<file path="src/hdl/spdep_pkg.sv">
// package: constants shared by the eeprom two-wire slave
package spdep_pkg;
   localparam logic [3:0] MEM_CODE = 4'ha;
   localparam logic [3:0] PROT_CODE = 4'h6;
   localparam logic [2:0] SET_REV_SEL = 3'h1;
   localparam logic [2:0] CLR_REV_SEL = 3'h3;
   localparam int PAGE_BYTES = 16;
   localparam int PAGE_BITS = 4;
   localparam int BYTE_BITS = 8;
   localparam int LOWER_BIT = 7;
   localparam int CLK_HZ = 25000000;
   localparam int WRITE_TIME_US = 5000;
   localparam int WRITE_CYCLES = (CLK_HZ / 1000000) * WRITE_TIME_US;
   localparam int POR_CYCLES = 16;
   localparam int BUF_DEPTH = 2;
   typedef enum logic [2:0]
   {
      ST_IDLE = 3'h0,
      ST_DEVADDR = 3'h1,
      ST_WORDADDR = 3'h2,
      ST_DATA = 3'h3,
      ST_READ = 3'h4,
      ST_IGNORE = 3'h5
   } spdep_state_t;
   typedef enum logic [1:0]
   {
      CMD_MEM = 2'h0,
      CMD_SETREV = 2'h1,
      CMD_CLRREV = 2'h2,
      CMD_PERM = 2'h3
   } spdep_cmd_t;
endpackage

</file>
<file path="src/hdl/spdep_buf.sv">
// two-entry valid/ready buffer on the received-byte path
`timescale 1ns/1ps
module spdep_buf
(
   // clock and reset
   input wire logic clk_in,
   input wire logic rst_in,
   // fill side
   input wire logic in_valid_in,
   output logic in_ready_out,
   input wire logic [7:0] in_data_in,
   // drain side
   output logic out_valid_out,
   input wire logic out_ready_in,
   output logic [7:0] out_data_out
);
   logic [7:0] mem [0:spdep_pkg::BUF_DEPTH-1];
   logic wr_ptr;
   logic rd_ptr;
   logic [1:0] count;
   logic push;
   logic pop;

   assign in_ready_out = (count != 2'h2);
   assign out_valid_out = (count != 2'h0);
   assign out_data_out = mem[rd_ptr];
   assign push = in_valid_in && in_ready_out;
   assign pop = out_valid_out && out_ready_in;

   always_ff @(posedge clk_in)
   begin
      if (push)
         mem[wr_ptr] <= in_data_in;
   end

   always_ff @(posedge clk_in)
   begin
      if (rst_in)
      begin
         wr_ptr <= 1'b0;
         rd_ptr <= 1'b0;
         count <= 2'h0;
      end
      else
      begin
         if (push)
            wr_ptr <= ~wr_ptr;
         if (pop)
            rd_ptr <= ~rd_ptr;
         count <= count + {1'b0, push} - {1'b0, pop};
      end
   end
endmodule

</file>
<file path="src/hdl/spdep_slave.sv">
// two-wire slave front end of a 256x8 presence-detect eeprom with write protection
`timescale 1ns/1ps
module spdep_slave
#(
   parameter int WRITE_CYCLES = spdep_pkg::WRITE_CYCLES
)
(
   // clock and reset
   input wire logic clk_in,
   input wire logic rst_in,
   // two-wire bus
   input wire logic scl_in,
   input wire logic sda_in,
   output logic sda_out,
   output logic sda_oe_out,
   // straps and protection pins
   input wire logic strap_bit0_in,
   input wire logic strap_bit1_in,
   input wire logic strap_bit2_in,
   input wire logic elevated_strap_voltage_in,
   input wire logic write_protect_in,
   // lock state (nonvolatile, kept by the array side)
   input wire logic permanent_lock_in,
   input wire logic reversible_lock_in,
   output logic set_permanent_lock_out,
   output logic set_reversible_lock_out,
   output logic clear_reversible_lock_out,
   // page programming stream
   output logic prog_valid_out,
   input wire logic prog_ready_in,
   output logic [7:0] prog_addr_out,
   output logic [7:0] prog_data_out,
   output logic busy_out
);
   spdep_pkg::spdep_state_t state;
   spdep_pkg::spdep_cmd_t cmd;
   logic [1:0] scl_sync;
   logic [1:0] sda_sync;
   logic [1:0] st_sync;
   logic [1:0] hv_sync;
   logic [1:0] wp_sync;
   logic scl_q;
   logic sda_q;
   logic scl_rise;
   logic scl_fall;
   logic start_det;
   logic stop_det;
   logic [3:0] bit_cnt;
   logic [7:0] shift;
   logic ack_phase;
   logic ack_drive;
   logic [7:0] word_addr;
   logic [7:0] page_mem [0:spdep_pkg::PAGE_BYTES-1];
   logic [spdep_pkg::PAGE_BITS:0] page_count;
   logic [spdep_pkg::PAGE_BITS-1:0] page_start;
   logic write_ok;
   logic [4:0] por_cnt;
   logic por_done;
   logic programming;
   logic [spdep_pkg::PAGE_BITS:0] emit_idx;
   logic [23:0] wcnt;
   logic buf_in_valid;
   logic buf_in_ready;
   logic [7:0] buf_in_data;
   logic [2:0] strap_val;

   function automatic logic lower_half(input logic [7:0] a);
      lower_half = ~a[spdep_pkg::LOWER_BIT];
   endfunction

   // sync all pins; strap pull-downs mean open reads low
   always_ff @(posedge clk_in)
   begin
      if (rst_in)
      begin
         scl_sync <= 2'h3;
         sda_sync <= 2'h3;
         st_sync <= 2'h0;
         hv_sync <= 2'h0;
         wp_sync <= 2'h0;
         scl_q <= 1'b1;
         sda_q <= 1'b1;
      end
      else
      begin
         scl_sync <= {scl_sync[0], scl_in};
         sda_sync <= {sda_sync[0], sda_in};
         st_sync <= {st_sync[0], strap_bit0_in};
         hv_sync <= {hv_sync[0], elevated_strap_voltage_in};
         wp_sync <= {wp_sync[0], write_protect_in};
         scl_q <= scl_sync[1];
         sda_q <= sda_sync[1];
      end
   end

   // strap 1 and 2 are static board straps; sample every cycle through two stages
   logic [1:0] s1_sync;
   logic [1:0] s2_sync;
   always_ff @(posedge clk_in)
   begin
      if (rst_in)
      begin
         s1_sync <= 2'h0;
         s2_sync <= 2'h0;
      end
      else
      begin
         s1_sync <= {s1_sync[0], strap_bit1_in};
         s2_sync <= {s2_sync[0], strap_bit2_in};
      end
   end
   assign strap_val = {s2_sync[1], s1_sync[1], st_sync[1]};

   assign scl_rise = scl_sync[1] && !scl_q;
   assign scl_fall = !scl_sync[1] && scl_q;
   assign start_det = scl_sync[1] && scl_q && sda_q && !sda_sync[1];
   assign stop_det = scl_sync[1] && scl_q && !sda_q && sda_sync[1];

   always_ff @(posedge clk_in)
   begin
      if (rst_in)
         por_cnt <= 5'h0;
      else if (!por_done)
         por_cnt <= por_cnt + 5'h1;
   end
   assign por_done = (por_cnt == 5'(spdep_pkg::POR_CYCLES));

   // protocol state machine
   always_ff @(posedge clk_in)
   begin
      if (rst_in || !por_done)
      begin
         state <= spdep_pkg::ST_IDLE;
         cmd <= spdep_pkg::CMD_MEM;
         bit_cnt <= 4'h0;
         shift <= 8'h00;
         ack_phase <= 1'b0;
         ack_drive <= 1'b0;
         word_addr <= 8'h00;
         page_count <= '0;
         page_start <= '0;
         write_ok <= 1'b0;
      end
      else if (programming)
      begin
         state <= spdep_pkg::ST_IDLE;
         ack_drive <= 1'b0;
      end
      else if (start_det)
      begin
         state <= spdep_pkg::ST_DEVADDR;
         bit_cnt <= 4'h0;
         ack_phase <= 1'b0;
         ack_drive <= 1'b0;
         page_count <= '0;
      end
      else if (stop_det)
      begin
         state <= spdep_pkg::ST_IDLE;
         ack_drive <= 1'b0;
         ack_phase <= 1'b0;
      end
      else if (state != spdep_pkg::ST_IDLE && state != spdep_pkg::ST_IGNORE)
      begin
         // sample on scl rise, change on scl fall
         if (scl_rise && !ack_phase)
         begin
            shift <= {shift[6:0], sda_sync[1]};
            bit_cnt <= bit_cnt + 4'h1;
         end
         if (scl_fall && ack_phase)
         begin
            ack_phase <= 1'b0;
            ack_drive <= 1'b0;
            if (state == spdep_pkg::ST_READ)
               state <= spdep_pkg::ST_IGNORE;
         end
         else if (scl_fall && bit_cnt == 4'(spdep_pkg::BYTE_BITS))
         begin
            bit_cnt <= 4'h0;
            ack_phase <= 1'b1;
            unique case (state)
               spdep_pkg::ST_DEVADDR:
               begin
                  if (shift[7:4] == spdep_pkg::MEM_CODE && shift[3:1] == strap_val)
                  begin
                     ack_drive <= 1'b1;
                     cmd <= spdep_pkg::CMD_MEM;
                     state <= shift[0] ? spdep_pkg::ST_READ : spdep_pkg::ST_WORDADDR;
                  end
                  // no ack to protection code once permanent
                  else if (shift[7:4] == spdep_pkg::PROT_CODE && !permanent_lock_in
                           && !shift[0])
                  begin
                     state <= spdep_pkg::ST_WORDADDR;
                     ack_drive <= 1'b1;
                     if (hv_sync[1] && shift[3:1] == spdep_pkg::SET_REV_SEL)
                     begin
                        // set refused ack when already set
                        cmd <= spdep_pkg::CMD_SETREV;
                        if (reversible_lock_in)
                        begin
                           ack_drive <= 1'b0;
                           state <= spdep_pkg::ST_IGNORE;
                        end
                     end
                     else if (hv_sync[1] && shift[3:1] == spdep_pkg::CLR_REV_SEL)
                        cmd <= spdep_pkg::CMD_CLRREV;
                     else if (shift[3:1] == strap_val)
                        cmd <= spdep_pkg::CMD_PERM;
                     else
                     begin
                        ack_drive <= 1'b0;
                        state <= spdep_pkg::ST_IGNORE;
                     end
                  end
                  else
                     state <= spdep_pkg::ST_IGNORE;
               end
               spdep_pkg::ST_WORDADDR:
               begin
                  // word address taken, value ignored for commands
                  ack_drive <= 1'b1;
                  word_addr <= shift;
                  page_start <= shift[3:0];
                  state <= spdep_pkg::ST_DATA;
               end
               spdep_pkg::ST_DATA:
               begin
                  page_mem[word_addr[3:0]] <= shift;
                  word_addr <= {word_addr[7:4], word_addr[3:0] + 4'h1};
                  if (page_count != 5'(spdep_pkg::PAGE_BYTES))
                     page_count <= page_count + 5'h1;
                  if (cmd == spdep_pkg::CMD_MEM)
                     write_ok <= !wp_sync[1]
                        && !((permanent_lock_in || reversible_lock_in)
                             && lower_half(word_addr));
                  else
                     write_ok <= !wp_sync[1];
                  if (cmd == spdep_pkg::CMD_MEM)
                     ack_drive <= !wp_sync[1]
                        && !((permanent_lock_in || reversible_lock_in)
                             && lower_half(word_addr));
                  else
                     ack_drive <= !wp_sync[1];
               end
               default:
                  ack_drive <= 1'b0;
            endcase
         end
      end
   end

   // stop after data launches programming
   // the stop's own scl rise has already clocked one stray bit into the shifter
   logic launch;
   assign launch = stop_det && !programming && state == spdep_pkg::ST_DATA
                   && page_count != '0 && write_ok && bit_cnt <= 4'h1;

   always_ff @(posedge clk_in)
   begin
      if (rst_in)
      begin
         set_permanent_lock_out <= 1'b0;
         set_reversible_lock_out <= 1'b0;
         clear_reversible_lock_out <= 1'b0;
      end
      else
      begin
         set_permanent_lock_out <= launch && cmd == spdep_pkg::CMD_PERM;
         set_reversible_lock_out <= launch && cmd == spdep_pkg::CMD_SETREV;
         clear_reversible_lock_out <= launch && cmd == spdep_pkg::CMD_CLRREV;
      end
   end

   // programming cycle: drain page, then hold busy for write time
   always_ff @(posedge clk_in)
   begin
      if (rst_in)
      begin
         programming <= 1'b0;
         emit_idx <= '0;
         wcnt <= 24'h0;
      end
      else if (launch)
      begin
         programming <= 1'b1;
         emit_idx <= (cmd == spdep_pkg::CMD_MEM) ? '0 : page_count;
         wcnt <= 24'h0;
      end
      else if (programming)
      begin
         if (emit_idx != page_count)
         begin
            if (buf_in_ready)
               emit_idx <= emit_idx + 5'h1;
         end
         else if (wcnt == 24'(WRITE_CYCLES - 1))
            programming <= 1'b0;
         else
            wcnt <= wcnt + 24'h1;
      end
   end

   // wrapped page writes start at the oldest surviving byte
   logic [3:0] slot;
   assign slot = (page_count == 5'(spdep_pkg::PAGE_BYTES))
                 ? word_addr[3:0] + emit_idx[3:0] : page_start + emit_idx[3:0];
   assign buf_in_valid = programming && emit_idx != page_count;
   assign buf_in_data = page_mem[slot];
   logic [7:0] buf_in_addr;
   assign buf_in_addr = {word_addr[7:4], slot};

   // address rides a twin buffer so a stalled byte keeps its own address
   spdep_buf u_addr_buf
   (
      .clk_in(clk_in),
      .rst_in(rst_in),
      .in_valid_in(buf_in_valid),
      .in_ready_out(),
      .in_data_in(buf_in_addr),
      .out_valid_out(),
      .out_ready_in(prog_ready_in),
      .out_data_out(prog_addr_out)
   );

   spdep_buf u_buf
   (
      .clk_in(clk_in),
      .rst_in(rst_in),
      .in_valid_in(buf_in_valid),
      .in_ready_out(buf_in_ready),
      .in_data_in(buf_in_data),
      .out_valid_out(prog_valid_out),
      .out_ready_in(prog_ready_in),
      .out_data_out(prog_data_out)
   );

   assign busy_out = programming;
   assign sda_out = 1'b0;
   assign sda_oe_out = ack_drive && ack_phase && !programming;

   a_busy_no_ack: assert property (@(posedge clk_in) disable iff (rst_in)
      programming |-> !ack_drive) else $error("ack driven while busy");
   a_perm_code_nack: assert property (@(posedge clk_in) disable iff (rst_in)
      (state == spdep_pkg::ST_DEVADDR && scl_fall && bit_cnt == 4'h8
       && shift[7:4] == spdep_pkg::PROT_CODE && permanent_lock_in)
      |=> !sda_oe_out) else $error("protection code acked after permanent lock");
   a_wp_no_launch: assert property (@(posedge clk_in) disable iff (rst_in)
      (wp_sync[1] && state == spdep_pkg::ST_DATA && scl_fall && bit_cnt == 4'h8)
      |=> !write_ok) else $error("write allowed under protect pin");
   a_stop_launch: assert property (@(posedge clk_in) disable iff (rst_in)
      launch |=> programming) else $error("stop did not start programming");
   a_page_limit: assert property (@(posedge clk_in) disable iff (rst_in)
      page_count <= 5'(spdep_pkg::PAGE_BYTES)) else $error("page count overflow");
   a_start_addr: assert property (@(posedge clk_in) disable iff (rst_in || !por_done)
      (start_det && !programming) |=> state == spdep_pkg::ST_DEVADDR)
      else $error("start not honoured");
   a_stop_idle: assert property (@(posedge clk_in) disable iff (rst_in || !por_done)
      (stop_det && !start_det) |=> state == spdep_pkg::ST_IDLE)
      else $error("stop did not idle");
   // lower-half memory write under permanent lock not acked on data
   a_lock_nack: assert property (@(posedge clk_in) disable iff (rst_in)
      (state == spdep_pkg::ST_DATA && cmd == spdep_pkg::CMD_MEM && scl_fall
       && bit_cnt == 4'h8 && permanent_lock_in && !word_addr[7] && !programming)
      |=> !ack_drive) else $error("locked write acknowledged");
endmodule
</file>
<file path="config.mk">
export PLATFORM = sky130hd
export DESIGN_NAME = spdep_slave
export DESIGN_NICKNAME = d
export VERILOG_FILES = /design/src/hdl/spdep_pkg.sv /design/src/hdl/spdep_buf.sv /design/src/hdl/spdep_slave.sv
export SDC_FILE = /design/constraint.sdc
export NUM_CORES = 1
export LEC_CHECK = 0
export BUFFER_PORTS_ARGS = -buffer_cell sky130_fd_sc_hd__buf_2
export CAP_MARGIN = 10
export CELL_PAD_IN_SITES_DETAIL_PLACEMENT = 0
export CELL_PAD_IN_SITES_GLOBAL_PLACEMENT = 1
export CORE_ASPECT_RATIO = 1.75
export CORE_MARGIN = 2
export CORE_UTILIZATION = 47
export DETAILED_ROUTE_END_ITERATION = 8
export PLACE_DENSITY = 0.77
export SLEW_MARGIN = 20
export SYNTH_ARGS = -nofsm -noshare
export SYNTH_HDL_FRONTEND = slang
export SYNTH_SLANG_ARGS = --single-unit
</file>
<file path="constraint.sdc">
create_clock -name clk_in -period 3.45 [get_ports clk_in]
set_input_delay 0 -clock clk_in [delete_from_list [all_inputs] [get_ports clk_in]]
set_output_delay 0 -clock clk_in [all_outputs]
set_load 0.01 [all_outputs]
</file>
# After elaboration in Yosys (flattened, before gate mapping)
# Memories as Yosys holds them, arrays and structs flattened. A register that Yosys moved wholly into a read port is not among the register bits.
# Index checks and enable logic that the tools add are counted.
# classes
reduce_logical,83
n_eq_ne,26
n_bitwise,12
addsub,12
mux,75
order_cmp,1
# ops
cell,n
$mux W5,12
$mux W1,38
$logic_and A1 B1 Y1,33
$mux W3,10
$mux W4,7
$reduce_and A7 Y1,4
$add A24 B1 Y24 const B,1
$eq A24 B17 Y1 const B,1
$reduce_bool A2 Y1,12
$pmux W8 S2,1
$add A5 B1 Y5 const B,3
$reduce_and A3 Y1,5
$not A1 Y1,12
$logic_not A1 Y1,11
$eq A5 B5 Y1 const B,2
$mux W2,5
$reduce_bool A5 Y1,2
$eq A3 B2 Y1 const B,3
$reduce_and A9 Y1,1
$reduce_bool A3 Y1,3
$add A4 B1 Y4 const B,2
$add A4 B4 Y4,2
$eq A4 B4 Y1 const B,2
$ne A2 B2 Y1 const B,4
other kinds (25),33
# totals
out_inout_bits,23
input_bits,12
word_cells,246
memories,3
ramBits,160
regBits,99
# mem_list
memory,words,word_bits,rd,rd_ports_with_merged_regs,write_ports,line,rtl
page_mem,16,8,1,0,1,spdep_slave.sv:53,logic [7:0] page_mem [0:spdep_pkg::PAGE_BYTES-1];
u_addr_buf.mem,2,8,1,1,1,spdep_buf.sv:17,logic [7:0] mem [0:spdep_pkg::BUF_DEPTH-1];
u_buf.mem,2,8,1,1,1,spdep_buf.sv:17,

# Logic depth before layout (Yosys ltp)
# depth
ltp_word,12
mapped_depth,13
mapped_depth_nobuf,10

# By module
# Synthesis repeated with hierarchy kept, for this count alone.
# hier_totals
cells_unflattened,843
hier_area_um2,11315.9
# by_module_without_submodules
module,area_each_um2,instances,cells_per_inst
spdep_slave,9689.3,1,745
spdep_buf,813.3,2,49

# Least setup slack after synthesis
# No wires, ideal clock.
# synth_timing
path_kind,flip-flop to flip-flop
start,register page_count[0] (netlist bit)
end,memory u_buf.mem[0][1] (data pin)
setup_time_ns,0.295
path_stages_with_launch,12
arrival_time_ns,3.000
required_ns,3.155
path_slack_ns,0.155
period_less_slack_ns,3.295
path_buffers,3
path_cell_list,dfxtp_1 -> inv_1 -> ha_1 -> nor4bb_1 -> buf_2 -> mux2_2 -> ha_1 -> buf_2 -> clkbuf_1 -> mux4_2 -> mux2i_1 -> mux2i_1
# synth_between
elab_chain_cells,3
# synth_lines
element,line,rtl
from (decl),spdep_slave.sv:54,logic [spdep_pkg::PAGE_BITS:0] page_count;
from (signal assigned),spdep_slave.sv:233,page_count <= page_count + 5'h1;
$eq A5 B5 Y1,spdep_slave.sv:307,assign slot = (page_count == 5'(spdep_pkg::PAGE_BYTES))
$mux W4,spdep_slave.sv:308,? word_addr[3:0] + emit_idx[3:0] : page_start + emit_idx[3:0];
net slot[0],spdep_slave.sv:306,logic [3:0] slot;
$mem_v2 Z16 W8,-,
net buf_in_data[1],spdep_slave.sv:64,logic [7:0] buf_in_data;
to (decl),spdep_buf.sv:17,
# The timed path passes the listed nets, and every way through them passes these cells.

# Final worst setup path
# layout_timing
start,register page_count[0] (netlist bit)
end,memory u_buf.mem[0][3] (data pin)
# layout_between
elab_chain_cells,3
# layout_lines
element,line
$eq A5 B5 Y1,spdep_slave.sv:307
$mux W4,spdep_slave.sv:308
$mem_v2 Z16 W8,-
net buf_in_data[3],spdep_slave.sv:64
# The timed path passes the listed nets, and every way through them passes these cells.

==> flow_results.xml <==
<?xml version="1.0" encoding="UTF-8"?>
<metrics>
  <group name="cts">
    <metric name="cts_made_buffers" unit="">23</metric>
    <metric name="post-cts-setup-buffers" unit="">0</metric>
    <metric name="tritoncts" unit="">built</metric>
    <metric name="cts_sinks" unit="">261</metric>
    <metric name="cts.htree.levels" unit="">1</metric>
    <metric name="clk_root_buffer_cell" unit="">sky130_fd_sc_hd__clkbuf_16</metric>
    <metric name="cts.path.max_buffers" unit="">3</metric>
    <metric name="clk_transition_reported_paths" unit="ns">0.07</metric>
    <metric name="latest_clock_arrival_within_the_worst_skew_pair" unit="ns">0.52</metric>
  </group>
  <group name="timing">
    <metric name="setup-tns-final" unit="ns">0</metric>
    <metric name="number_of_max_slew_violations_in_the_final_report" unit="">0</metric>
    <metric name="grt_setup_unrepaired" unit="">no</metric>
    <metric name="hold_viol" unit="">0</metric>
    <metric name="final-setup-viol-count" unit="">0</metric>
    <metric name="timing.slew.headroom" unit="">0.369</metric>
    <metric name="transition_time_of_the_tightest_slew_check_pin" unit="ns">0.946</metric>
    <metric name="final_critical_path_setup_slack" unit="ns">0.238</metric>
    <metric name="period_needed" unit="ns">3.21</metric>
    <metric name="clock_skew" unit="ns">0.0151</metric>
    <metric name="finalCritPeriodShare" unit="">0.931</metric>
    <metric name="max_clock_freq" unit="MHz">311</metric>
  </group>
  <group name="detailed_routing">
    <metric name="vias" unit="">6935</metric>
    <metric name="drcViolationCount" unit="">0</metric>
    <metric name="route.detailed.wl_per_inst" unit="µm">19.7</metric>
    <metric name="drt-pass1-iter-count" unit="">4</metric>
    <metric name="totalWireLength" unit="µm">24600</metric>
    <metric name="post_drt_via_cell_ratio" unit="">5.55</metric>
    <metric name="dr.first_iter.drc_count" unit="">374</metric>
    <metric name="ant_nets" unit="">0</metric>
  </group>
  <group name="critical_path">
    <metric name="r2r_start" unit="">page_count[0]</metric>
    <metric name="timing.reg2reg.worst_path_depth" unit="">12</metric>
    <metric name="critical_path.top_delay_family" unit="">multiplexers</metric>
    <metric name="crit_type" unit="">flop to flop</metric>
    <metric name="worst-endpoint-arrival" unit="ns">3.45</metric>
    <metric name="worstPathRequired" unit="ns">3.69</metric>
    <metric name="cpMaxStageDelayCell" unit="">sky130_fd_sc_hd__xnor3_1</metric>
    <metric name="cp-end-kind" unit="">flop</metric>
    <metric name="crit_path_cell_trace" unit="">inv_1, ha_1, nor4bb_2, buf_4, mux2_2, ha_1, a21o_1, a21oi_1, xnor3_1, buf_12, mux2i_2, mux2i_1</metric>
    <metric name="critical_path_buf_inv_count" unit="">3</metric>
    <metric name="timing.critical_path.fanout_max" unit="">17</metric>
    <metric name="slowest_delay" unit="ns">0.37</metric>
    <metric name="worstReg2RegEnd" unit="">u_buf.mem[0][3]</metric>
    <metric name="rrSetupSlack" unit="ns">0.24</metric>
    <metric name="path_common_cell" unit="">sky130_fd_sc_hd__ha_1</metric>
    <metric name="worst_setup_path_start_kind" unit="">flop</metric>
  </group>
  <group name="die">
    <metric name="floorplan.die_area" unit="µm²">25300</metric>
    <metric name="coreArea" unit="µm²">23800</metric>
    <metric name="die_width" unit="µm">121</metric>
    <metric name="starting_density_of_the_core" unit="">0.474</metric>
    <metric name="floorplan.die.height" unit="µm">209</metric>
    <metric name="io_pins" unit="">35</metric>
    <metric name="rows" unit="">75</metric>
  </group>
  <group name="synth">
    <metric name="post_synth_arst_share" unit="">0</metric>
    <metric name="synth_xor_area_frac" unit="">0.0321</metric>
    <metric name="synthesis.yosys.warnings" unit="">0</metric>
    <metric name="mapped_area" unit="µm²">11300</metric>
    <metric name="synth-seq-area-share" unit="">0.605</metric>
    <metric name="netlist-cell-type-count" unit="">70</metric>
    <metric name="synth_top_cell_area_share" unit="">0.426</metric>
    <metric name="synth.top_cells.by_count" unit="">sky130_fd_sc_hd__edfxtp_1, sky130_fd_sc_hd__dfxtp_1, sky130_fd_sc_hd__nor2_1</metric>
    <metric name="synth-compound-area-share" unit="">0.0591</metric>
    <metric name="synth_flop_cell" unit="">sky130_fd_sc_hd__edfxtp_1</metric>
    <metric name="postSynthRegisterBits" unit="">261</metric>
    <metric name="largest_family_of_logic_cells_by_synthesized_area" unit="">simple AND/OR/NAND/NOR gates</metric>
    <metric name="synth_largest_area_cell" unit="">sky130_fd_sc_hd__edfxtp_1</metric>
    <metric name="netlist_instances" unit="">859</metric>
    <metric name="post_synthesis_mux_area_share" unit="">0.123</metric>
    <metric name="synth_adder_area_share" unit="">0.0251</metric>
    <metric name="simple_gate_share_of_the_synthesized_area" unit="">0.128</metric>
    <metric name="synth_enable_flop_cells" unit="">160</metric>
    <metric name="synth_top_cells_by_area" unit="">sky130_fd_sc_hd__edfxtp_1, sky130_fd_sc_hd__dfxtp_1, sky130_fd_sc_hd__mux4_2</metric>
    <metric name="synth.net_count" unit="">893</metric>
    <metric name="synthMostInstantiatedCell" unit="">sky130_fd_sc_hd__edfxtp_1</metric>
    <metric name="postSynthAreaPerCell" unit="µm²">13.1</metric>
  </group>
  <group name="global_routing">
    <metric name="grt_overflow" unit="">0</metric>
    <metric name="grt_met2_use" unit="">0.401</metric>
    <metric name="grt_met3_use" unit="">0.0205</metric>
    <metric name="global_route.usage.met1" unit="">0.196</metric>
    <metric name="antenna_violations_before_repair" unit="">0</metric>
    <metric name="grt_max_degree" unit="">39</metric>
    <metric name="globalRoute.busiestLayer" unit="">met2</metric>
    <metric name="grt_pass1_vias" unit="">7059</metric>
    <metric name="track_usage" unit="">0.195</metric>
    <metric name="wire_length_of_the_first_global_routing_pass" unit="µm">37900</metric>
  </group>
  <group name="power">
    <metric name="leakagePower" unit="nW">4.86</metric>
    <metric name="share_comb_of_total_power" unit="">0.033</metric>
    <metric name="peak_ir_drop_on_the_vdd_network" unit="mV">0.310</metric>
    <metric name="power_report.internal_total" unit="mW">5.03</metric>
    <metric name="p_sw_frac" unit="">0.203</metric>
    <metric name="clkPwrFrac" unit="">0.438</metric>
    <metric name="switchingPower" unit="mW">1.28</metric>
    <metric name="power_density" unit="nW/µm²">489</metric>
    <metric name="seq_power_share" unit="">0.529</metric>
  </group>
  <group name="place">
    <metric name="placement.cell_area" unit="µm²">12000</metric>
    <metric name="place.gp.congestion" unit="">0.773</metric>
    <metric name="portBuffers" unit="">33</metric>
    <metric name="dp_hpwl" unit="µm">17000</metric>
    <metric name="post-place-ws" unit="ns">0.145</metric>
  </group>
  <group name="worst_hold_path">
    <metric name="timing.hold.worst_path_depth" unit="">2</metric>
    <metric name="timing.hold.worst_endpoint" unit="">por_cnt[4]</metric>
    <metric name="hold_class" unit="">primary input to flop</metric>
    <metric name="hold_path_startpoint" unit="">rst_in</metric>
  </group>
  <group name="cells_and_area">
    <metric name="design.final.nets" unit="">959</metric>
    <metric name="final.fill_count" unit="">2038</metric>
    <metric name="synthToLayoutAreaGrowth" unit="%">14.4</metric>
    <metric name="n_antenna_cell" unit="">0</metric>
    <metric name="layout.cell_area.non_filler" unit="µm²">12900</metric>
    <metric name="final_layout_size_suffix_gt1_frac" unit="">0.203</metric>
  </group>
  <group name="flow_run">
    <metric name="max_cap_viol_count" unit="">0</metric>
  </group>
  <group name="status">
    <metric name="outcome" unit="">completed</metric>
  </group>
</metrics>
-- what timing repair did --
item / 4_1_cts / 5_1_grt
endpoints found under the setup margin: 0 / 8
gates resized for setup: 0 / 4
hold buffers: 8 / 0
endpoints found under the hold margin: 11 / 0
-- kinds of logic (layout without fill, tap and decap cells) --
group | Yosys count | count (layout)
buffers and inverters | 75 | 157
flip-flops | 261 | 261
adder cells (fa/ha/maj) | 22 | 22
AND/OR/NAND/NOR | 261 | 261
other | 1 | 1
XOR/XNOR | 39 | 39
AO/OA/AOI/OAI | 104 | 104
multiplexers | 96 | 96
-- layer usage --
layer	up-vias	routed length, µm
li1	3324	-
met1	3446	8900
met2	120	14300
met3	45	767
met4	0	658
met5	-	0
-- per-stage QoR --
step | util | power (mW) | instances | hold slack (ns)
floorplan | - | 3.55 | 859 | 0.104
global placement | 0.503 | 3.61 | 1200 | 0.195
detailed placement | 0.503 | 3.61 | 1200 | 0.192
CTS | 0.541 | 6.36 | 1249 | 0.0204
global route | 0.542 | 6.47 | 1249 | 0.0523
finish | 0.542 | 6.31 | 1249 | 0.0261
-- power by group through the flow --
stage               Sequential, mW  Combinational, mW  Clock [mW]
floorplan                     3.38              0.163           0
global placement              3.41              0.204           0
detailed placement            3.41              0.206           0
CTS                           3.34              0.215        2.81
global route                  3.34              0.237        2.90
finish                        3.34              0.210        2.76
-- sequential cells by signal, indices dropped and copies added, names as in the netlist, 4 cells and up, named ones only --
register,cells
word_addr,8
shift,8
wcnt,24
page_start,4
emit_idx,5
u_buf.mem,16
u_addr_buf.mem,16
page_count,5
por_cnt,5
bit_cnt,4
page_mem,128
-- how the worst max path moves through the flow --
stage                  startpoint         endpoint  depth (start not counted)
floorplan           page_count[0]  u_buf.mem[0][1]                         11
global placement    page_count[0]  u_buf.mem[0][3]                         12
detailed placement  page_count[0]  u_buf.mem[1][3]                         12
CTS                 page_count[0]  u_buf.mem[0][3]                         12
global route        page_count[0]  u_buf.mem[0][3]                         12
finish              page_count[0]  u_buf.mem[0][3]                         12
-- worst register-to-register path, stage by stage (launching register included) --
cell                       delay [ns]
sky130_fd_sc_hd__dfxtp_1         0.32
sky130_fd_sc_hd__inv_1           0.07
sky130_fd_sc_hd__ha_1            0.16
sky130_fd_sc_hd__nor4bb_2        0.20
sky130_fd_sc_hd__buf_4           0.19
sky130_fd_sc_hd__mux2_2          0.35
sky130_fd_sc_hd__ha_1            0.28
sky130_fd_sc_hd__a21o_1          0.17
sky130_fd_sc_hd__a21oi_1         0.18
sky130_fd_sc_hd__xnor3_1         0.38
sky130_fd_sc_hd__buf_12          0.19
sky130_fd_sc_hd__mux2i_2         0.31
sky130_fd_sc_hd__mux2i_1         0.15
-- placed cells by master, fill, tap and decap left out, drive strengths merged, types with 5 or more instances in the layout --
cell type,count
edfxtp,160
nor2,71
nand4,12
and2,6
ha,21
xnor2,30
nor4,14
bufinv,5
nand2,40
nor2b,15
o21ai,27
xor2,8
mux2,19
o31ai,12
inv,36
buf,75
mux2i,45
or4,13
nand2b,8
clkbuf,25
clkinv,6
nand3,23
o2111ai,6
mux4,32
dfxtp,101
or2,10
nor3,14
dlygate4sd3,8
a21oi,30
and4,5
-- cell type report --
type,instances,area (µm²),area share
Clock buffer,25,583,0.0452
Clock inverter,16,229,0.0177
Inverter,33,124,0.00960
Multi-Input combinational cell,523,4160,0.322
Sequential cell,261,6830,0.529
Tap cell,308,385,0.0299
Timing Repair Buffer,83,598,0.0463
No activity file was read; power rests on OpenSTA's default activity.
